--- src/verilog/ecf_pkg.sv ---
// Constants and types shared by the receive digest filter.
package ecf_pkg;

  localparam int DATA_W     = 32;
  localparam int FIFO_DEPTH = 16;
  localparam int FIFO_AW    = 4;
  localparam int SIDE_W     = 2;

  // Header bit positions within the first word of a packet.
  localparam int TD_BIT    = 15;
  localparam int TYPE0_BIT = 24;
  localparam int EP_BIT    = 14;

  localparam logic [31:0] CRC_POLY = 32'h04C11DB7;
  localparam logic [31:0] CRC_SEED = 32'hFFFFFFFF;
  localparam logic        TD_SET   = 1'b1;

  // Holding stage of the filter, Gray coded along empty, middle, last.
  typedef enum logic [1:0] {
    ECF_EMPTY = 2'b00,
    ECF_MID   = 2'b01,
    ECF_LAST  = 2'b11
  } ecf_hold_t;

endpackage

--- src/verilog/ecf_rx_filter.sv ---
// Receive digest filter with its commit-and-rewind packet FIFO.
`timescale 1ns/1ns

// Packet FIFO: words become visible to the reader only once committed, so
// a packet that fails its digest check can be rewound away before any
// word of it has left the block.
module ecf_fifo
  import ecf_pkg::*;
#(
  parameter int WIDTH = DATA_W + SIDE_W,
  parameter int DEPTH = FIFO_DEPTH,
  parameter int AW    = FIFO_AW
) (
  // Clock and reset
  input  wire logic             clock,
  input  wire logic             reset_n,
  // Fill side
  input  wire logic             in_valid,
  output logic                  in_ready,
  input  wire logic [WIDTH-1:0] in_data,
  input  wire logic             commit,
  input  wire logic             rewind,
  // Drain side
  output logic                  out_valid,
  input  wire logic             out_ready,
  output logic      [WIDTH-1:0] out_data
);

  logic [WIDTH-1:0] mem_q [DEPTH];
  logic [AW:0]      wr_q;
  logic [AW:0]      wr_d;
  logic [AW:0]      cmt_q;
  logic [AW:0]      cmt_d;
  logic [AW:0]      rd_q;
  logic [AW:0]      rd_d;
  logic [AW:0]      fill;
  logic             do_wr;

  always_comb begin
    fill      = wr_q - rd_q;
    in_ready  = (fill != (AW + 1)'(DEPTH));
    out_valid = (cmt_q != rd_q);
    out_data  = mem_q[rd_q[AW-1:0]];
    // A rewind wins over a write in the same cycle: the word it would
    // have stored belongs to the packet that is being thrown away.
    do_wr     = in_valid && in_ready && !rewind;
    wr_d      = rewind ? cmt_q : wr_q + (AW + 1)'(do_wr);
    cmt_d     = commit ? wr_d : cmt_q;
    rd_d      = rd_q + (AW + 1)'(out_valid && out_ready);
  end

  always_ff @(posedge clock) begin
    if (!reset_n) begin
      wr_q  <= '0;
      cmt_q <= '0;
      rd_q  <= '0;
    end else begin
      wr_q  <= wr_d;
      cmt_q <= cmt_d;
      rd_q  <= rd_d;
    end
  end

  // Storage carries no reset; only committed words are ever read.
  always_ff @(posedge clock) begin
    if (do_wr) begin
      mem_q[wr_q[AW-1:0]] <= in_data;
    end
  end

endmodule

// Overview of operation
// - With checking on, a packet whose digest fails raises a one-cycle error.
// - With checking off, no digest error is ever raised.
// - With checking on, a bad-digest packet is discarded, never delivered.
// - With forwarding off, a carried digest is stripped from the packet.
// - With forwarding on, a carried digest is delivered intact.
// - Packets without a digest pass unchanged and without error.
// - A packet carries a digest exactly when its header digest bit is one.
// - Checking enable comes from the error capabilities control field.
module ecf_rx_filter
  import ecf_pkg::*;
(
  // Clock and reset
  input  wire logic              clock,
  input  wire logic              reset_n,
  // Configuration from the error capabilities and control register
  input  wire logic              ecrc_check_en,
  input  wire logic              ecrc_fwd_en,
  // Packets from the transaction layer
  input  wire logic              rx_valid,
  output logic                   rx_ready,
  input  wire logic [DATA_W-1:0] rx_data,
  input  wire logic              rx_sop,
  input  wire logic              rx_eop,
  // Packets to the application
  output logic                   app_valid,
  input  wire logic              app_ready,
  output logic      [DATA_W-1:0] app_data,
  output logic                   app_sop,
  output logic                   app_eop,
  // Status
  output logic                   ecrc_err
);

  ecf_hold_t         st_q;
  ecf_hold_t         st_d;
  logic [DATA_W-1:0] hold_q;
  logic [DATA_W-1:0] hold_d;
  logic              hsop_q;
  logic              hsop_d;
  logic              td_q;
  logic              td_d;
  logic              chk_q;
  logic              chk_d;
  logic              fwd_q;
  logic              fwd_d;
  logic [31:0]       crc_q;
  logic [31:0]       crc_d;
  logic              err_q;
  logic              err_d;

  logic              acc;
  logic              pkt_td;
  logic              pkt_chk;
  logic              pkt_fwd;
  logic              is_dig;
  logic              drop;
  logic [31:0]       crc_in;
  logic [31:0]       word_v;
  logic              wr_v;
  logic              wr_eop;
  logic              commit;
  logic              rewind;
  logic              fifo_in_ready;
  logic [DATA_W+SIDE_W-1:0] fifo_out;

  // Bytes enter most significant first, each byte least significant bit
  // first, matching the order the bytes travel on the link.
  function automatic logic [31:0] ecf_crc_word(input logic [31:0] crc,
                                               input logic [31:0] data);
    logic [31:0] c;
    logic        fb;
    c  = crc;
    fb = 1'b0;
    for (int i = 0; i < 4; i++) begin
      for (int b = 0; b < 8; b++) begin
        fb = c[31] ^ data[24 - 8 * i + b];
        c  = {c[30:0], 1'b0} ^ (fb ? CRC_POLY : 32'h00000000);
      end
    end
    return c;
  endfunction

  // Final digest value: the complemented remainder, bit reversed.
  function automatic logic [31:0] ecf_crc_final(input logic [31:0] crc);
    logic [31:0] r;
    r = 32'h00000000;
    for (int i = 0; i < 32; i++) begin
      r[i] = ~crc[31 - i];
    end
    return r;
  endfunction

  always_comb begin
    // The held stage takes a word only when the word it holds can move
    // into the FIFO. The last stage takes nothing while it flushes, which
    // costs one idle cycle after every packet that ends in a kept word.
    rx_ready = (st_q != ECF_LAST) && ((st_q == ECF_EMPTY) || fifo_in_ready);
    acc      = rx_valid && rx_ready;
    // Settings are frozen at the first word so a change mid-packet
    // cannot split one packet between two treatments.
    pkt_td   = rx_sop ? (rx_data[TD_BIT] == TD_SET) : td_q;
    pkt_chk  = rx_sop ? ecrc_check_en : chk_q;
    pkt_fwd  = rx_sop ? ecrc_fwd_en : fwd_q;
    is_dig   = rx_eop && pkt_td && (st_q == ECF_MID);
    // The remainder restarts at every first word, so a dropped packet
    // leaves nothing behind that could spoil the next one.
    crc_in   = rx_sop ? CRC_SEED : crc_q;
    word_v   = rx_data;
    if (rx_sop) begin
      // Variant header bits count as ones in the digest.
      word_v[TYPE0_BIT] = 1'b1;
      word_v[EP_BIT]    = 1'b1;
    end
    drop     = is_dig && pkt_chk
               && (ecf_crc_final(crc_in) != rx_data);

    st_d   = st_q;
    hold_d = hold_q;
    hsop_d = hsop_q;
    td_d   = td_q;
    chk_d  = chk_q;
    fwd_d  = fwd_q;
    crc_d  = crc_q;
    err_d  = 1'b0;
    wr_v   = 1'b0;
    wr_eop = 1'b0;
    commit = 1'b0;
    rewind = 1'b0;

    unique case (st_q)
      ECF_EMPTY: begin
        if (acc) begin
          hold_d = rx_data;
          hsop_d = rx_sop;
          td_d   = pkt_td;
          chk_d  = pkt_chk;
          fwd_d  = pkt_fwd;
          crc_d  = ecf_crc_word(crc_in, word_v);
          st_d   = rx_eop ? ECF_LAST : ECF_MID;
        end
      end
      ECF_MID: begin
        if (acc) begin
          wr_v = 1'b1;
          if (drop) begin
            // Nothing of this packet was committed, so it vanishes.
            wr_v   = 1'b0;
            rewind = 1'b1;
            err_d  = 1'b1;
            st_d   = ECF_EMPTY;
          end else if (is_dig && !pkt_fwd) begin
            wr_eop = 1'b1;
            commit = 1'b1;
            st_d   = ECF_EMPTY;
          end else begin
            // Digest-free words and kept digests move on alike.
            hold_d = rx_data;
            hsop_d = rx_sop;
            crc_d  = ecf_crc_word(crc_in, word_v);
            st_d   = rx_eop ? ECF_LAST : ECF_MID;
          end
        end
      end
      ECF_LAST: begin
        // The closing word waits here for room; input stays shut until
        // the whole packet is committed.
        wr_v   = 1'b1;
        wr_eop = 1'b1;
        if (fifo_in_ready) begin
          commit = 1'b1;
          st_d   = ECF_EMPTY;
        end
      end
      // The one unused code can only come from an upset; start afresh.
      default: st_d = ECF_EMPTY;
    endcase
  end

  always_ff @(posedge clock) begin
    if (!reset_n) begin
      st_q   <= ECF_EMPTY;
      hold_q <= '0;
      hsop_q <= 1'b0;
      td_q   <= 1'b0;
      chk_q  <= 1'b0;
      fwd_q  <= 1'b0;
      crc_q  <= CRC_SEED;
      err_q  <= 1'b0;
    end else begin
      st_q   <= st_d;
      hold_q <= hold_d;
      hsop_q <= hsop_d;
      td_q   <= td_d;
      chk_q  <= chk_d;
      fwd_q  <= fwd_d;
      crc_q  <= crc_d;
      err_q  <= err_d;
    end
  end

  // A packet longer than the FIFO can never commit and stalls the input;
  // the trade is a small buffer against full store-and-forward.
  ecf_fifo #(
    .WIDTH (DATA_W + SIDE_W),
    .DEPTH (FIFO_DEPTH),
    .AW    (FIFO_AW)
  ) u_fifo (
    .clock     (clock),
    .reset_n   (reset_n),
    .in_valid  (wr_v),
    .in_ready  (fifo_in_ready),
    .in_data   ({hsop_q, wr_eop, hold_q}),
    .commit    (commit),
    .rewind    (rewind),
    .out_valid (app_valid),
    .out_ready (app_ready),
    .out_data  (fifo_out)
  );

  always_comb begin
    app_sop  = fifo_out[DATA_W+1];
    app_eop  = fifo_out[DATA_W];
    app_data = fifo_out[DATA_W-1:0];
    ecrc_err = err_q;
  end

endmodule

--- config.mk ---
export PLATFORM = sky130hd
export DESIGN_NAME = ecf_rx_filter
export DESIGN_NICKNAME = d
export VERILOG_FILES = /design/src/verilog/ecf_pkg.sv /design/src/verilog/ecf_rx_filter.sv
export SDC_FILE = /design/constraint.sdc
export NUM_CORES = 1
export LEC_CHECK = 0
export BUFFER_PORTS_ARGS = -buffer_cell sky130_fd_sc_hd__buf_2
export CAP_MARGIN = 20
export CORE_ASPECT_RATIO = 0.5
export CORE_MARGIN = 8
export CORE_UTILIZATION = 55
export DETAILED_ROUTE_END_ITERATION = 7
export PLACE_DENSITY = 0.68
export SETUP_SLACK_MARGIN = 0.05
export SYNTH_ARGS = -nofsm -noshare
export SYNTH_HDL_FRONTEND = slang
export SYNTH_SLANG_ARGS = --single-unit
--- constraint.sdc ---
create_clock -name clock -period 9.1 [get_ports clock]
set_input_delay 0.455 -clock clock [delete_from_list [all_inputs] [get_ports clock]]
set_output_delay 0.455 -clock clock [all_outputs]
set_load 0.02 [all_outputs]
==> results.toml <==
[status]
status = "complete, no violations"

[yosys]
avgSynthCellArea_sq_um = 17.4
yosysSeqAreaShare = 0.638
synth_cell_types = 58
synth_ff_type = "edfxtp_1"
yosysWarnings = 0
synthArstFlopShare = 0
syn_area_sq_um = 28300
synth_edf_count = 544
synth_seq_cells = 630
synthCells = 1627
syn_nets = 1675

[clock_network]
cts-root-buf = "clkbuf_16"
cts_tree = "built"
clock_path_buffers = 3
hold_buffers = 0
clkLatencyLatePin_ns = 0.60
htree_levels = 2
cts.sinks = 630
cts_buffers = 54
cts_setup_buffers = 0
path_clk_slew_ns = 0.06
post_cts_resized = 0

[timing]
tightest_slew_ns = 1.07
setup_tns_ns = 0
post-route-period-util = 0.613
clock-skew-final_ns = 0.0296
rsz0062_at_grt = "false"
fin_crit_ns = 5.58
fin_ws_ns = 3.52
finalSetupViolations = 0
hold_violations = 0
max_slew_margin = 0.288
fmax_mhz = 179
maxSlewViolCount = 0

[setup_path]
crit-reg2reg-launch = "u_fifo.rd_q[1]$_SDFF_PN0_"
cpPeakStageDelay_ns = 0.83
cp_max_fo = 47
start_kind = "register"
cp_top_family = "simple AND/OR/NAND/NOR gates"
critPathSlowestCell = "dfxtp_4"
worstSetupEndpointType = "register"
cp.buffers_inverters = 2
cpMostUsedCell = "nor3_1"
worstSetupPathType = "reg2reg"
cp.required_ns = 9.35
worstPathCellList = "inv_1 > ha_1 > nor2b_1 > o21a_1 > nor3_1 > nor3_1 > or3_1 > maj3_1 > and3_1 > nor3_1 > nand3_1 > nor2_4 > buf_4"
cp-startpoint = "u_fifo.rd_q[1]$_SDFF_PN0_"
cp.arrival_ns = 5.83

[drt]
dr.pass1.iters = 5
routedWlPerCell_um = 27.3
antenna_left = 0
drt_wl_total_um = 66000
remaining_drc_errors = 0
vias_per_cell = 6.05
drtIter0Drc = 1424
route.vias.total = 14644

[global_routing]
met1_usage = 0.324
grt.busiest_layer = "met2"
first_global_vias = 15110
antenna_found_initial = 0
grt_max_degree = 100
grt-ovfl-total = 0
grt_pass1_wl_um = 99000
met3_usage = 0.0280
grt.total_usage = 0.222
use_met2 = 0.357

[floorplanning]
coreArea_sq_um = 50600
num_io_pins = 77
initial_core_util = 0.560
die_w_um = 337
die_y_um = 176
fp-row-count = 58
die_area_sq_um = 59500

[placement]
place_area_sq_um = 29500
post-place-ws_ns = 3.31
dpl.hpwl_um = 41600
gp_congestion = 0.922
port_buffers = 76

[final_layout]
final_design_area_no_fill_sq_um = 31300
diodes = 0
layout-drive-gt1-share = 0.238
nNetsFinal = 1736
syn2layout_area_growth_pct = 10.5
post-route-util = 0.619

[flow_run]
cap_violations = 0

[min_path]
hold_path_class = "in2reg"
hp-start = "rx_eop"
## cells in the mapped netlist (all sizes together) (6+ instances only)
master | number | area, sq um
a21oi | 49 | 245
and2 | 6 | 37.5
buf | 39 | 190
clkbuf | 56 | 210
dfxtp | 86 | 1720
edfxtp | 544 | 16300
ha | 8 | 100
inv | 13 | 48.8
mux2i | 20 | 200
mux4 | 170 | 3830
nand2 | 103 | 389
nand2b | 8 | 50.1
nand3 | 18 | 90.1
nor2 | 75 | 287
nor2b | 12 | 75.1
nor3 | 18 | 90.1
nor3b | 12 | 90.1
o211ai | 21 | 158
o21ai | 22 | 110
xnor2 | 178 | 1720
xnor3 | 53 | 1200
xor2 | 64 | 617
xor3 | 7 | 171
## through the flow
stage / hold WS [ns] / cells
global placement: 0.473 / 2318
CTS: 0.121 / 2418
floorplan: 0.452 / 1627
global route: 0.145 / 2422
detailed placement: 0.507 / 2318
finish: 0.141 / 2422
## state kept, by name, indices dropped and copies added (netlist names)
register / count
u_fifo.mem_q: 544
crc_q: 32
hold_q: 32
u_fifo.cmt_q: 5
u_fifo.rd_q: 5
u_fifo.wr_q: 5
st_q: 2
chk_q: 1
ecrc_err: 1
fwd_q: 1
hsop_q: 1
td_q: 1
## cells by family (layout without fill, tap and decap cells)
kind of cell / count (synthesis) / count (layout) / synth area share
fa+ha+maj: 9 / 9 / 0.00389
xor+xnor: 302 / 302 / 0.131
buf+inv: 108 / 213 / 0.0159
mux: 194 / 194 / 0.144
simple gates: 268 / 268 / 0.0432
flops: 630 / 630 / 0.638
compound gates: 116 / 116 / 0.0246
## final timing paths
| kind | cells past startpoint | to | slack (ns) |
|---|---|---|---|
| worst max-delay path | 13 | u_fifo.mem_q[5][25]$_DFFE_PP_ | 3.52 |
| worst min-delay path | 3 | st_q[1]$_SDFFE_PN0P_ | 0.14 |
| worst max register to register | 13 | u_fifo.mem_q[5][25]$_DFFE_PP_ | 3.52 |
| worst min register to register | 2 | fwd_q$_SDFFE_PN0P_ | 0.51 |
## final cells by class
class                           instances  area, sq um
Timing Repair Buffer                  100          646
Clock inverter                         37          312
Clock buffer                           63         1440
Fill cell                            3654        19300
Multi-Input combinational cell        889         9940
Tap cell                              690          863
Sequential cell                       630        18100
Inverter                               13         48.8
## cell usage in the layout, fill, tap and decap left out, drive strengths merged, types with 3 or more instances in the layout
| cell | count |
|---|---|
| nor4b | 3 |
| xor3 | 7 |
| bufinv | 3 |
| o211ai | 21 |
| nand4 | 4 |
| nor2b | 12 |
| o21a | 3 |
| or3 | 3 |
| and2 | 6 |
| nor3b | 12 |
| a31oi | 5 |
| o21ai | 22 |
| xor2 | 64 |
| nand2 | 103 |
| mux2 | 4 |
| clkinv | 30 |
| buf | 100 |
| dfxtp | 86 |
| clkinvlp | 3 |
| a2bb2oi | 3 |
| mux4 | 170 |
| nor3 | 18 |
| nor2 | 75 |
| a21oi | 49 |
| clkbuf | 63 |
| ha | 8 |
| inv | 14 |
| xnor3 | 53 |
| nand3 | 18 |
| xnor2 | 178 |
| nand2b | 8 |
| mux2i | 20 |
| edfxtp | 544 |
## worst reg2reg max path, stage by stage, from the launching register on
cell     delay, ns
dfxtp_4       0.83
inv_1         0.11
ha_1          0.33
nor2b_1       0.13
o21a_1        0.19
nor3_1        0.18
nor3_1        0.08
or3_1         0.45
maj3_1        0.39
and3_1        0.30
nor3_1        0.68
nand3_1       0.45
nor2_4        0.66
buf_4         0.46
## layer usage
layer	part of all wire	routed length [um]
met1	0.44	28700
met2	0.48	31600
met3	0.061	4030
met4	0.025	1670
met5	0	0
Power is left out: the tool's default activity adds up to more than one toggle a clock period on the data nets, which glitch-free logic cannot reach.
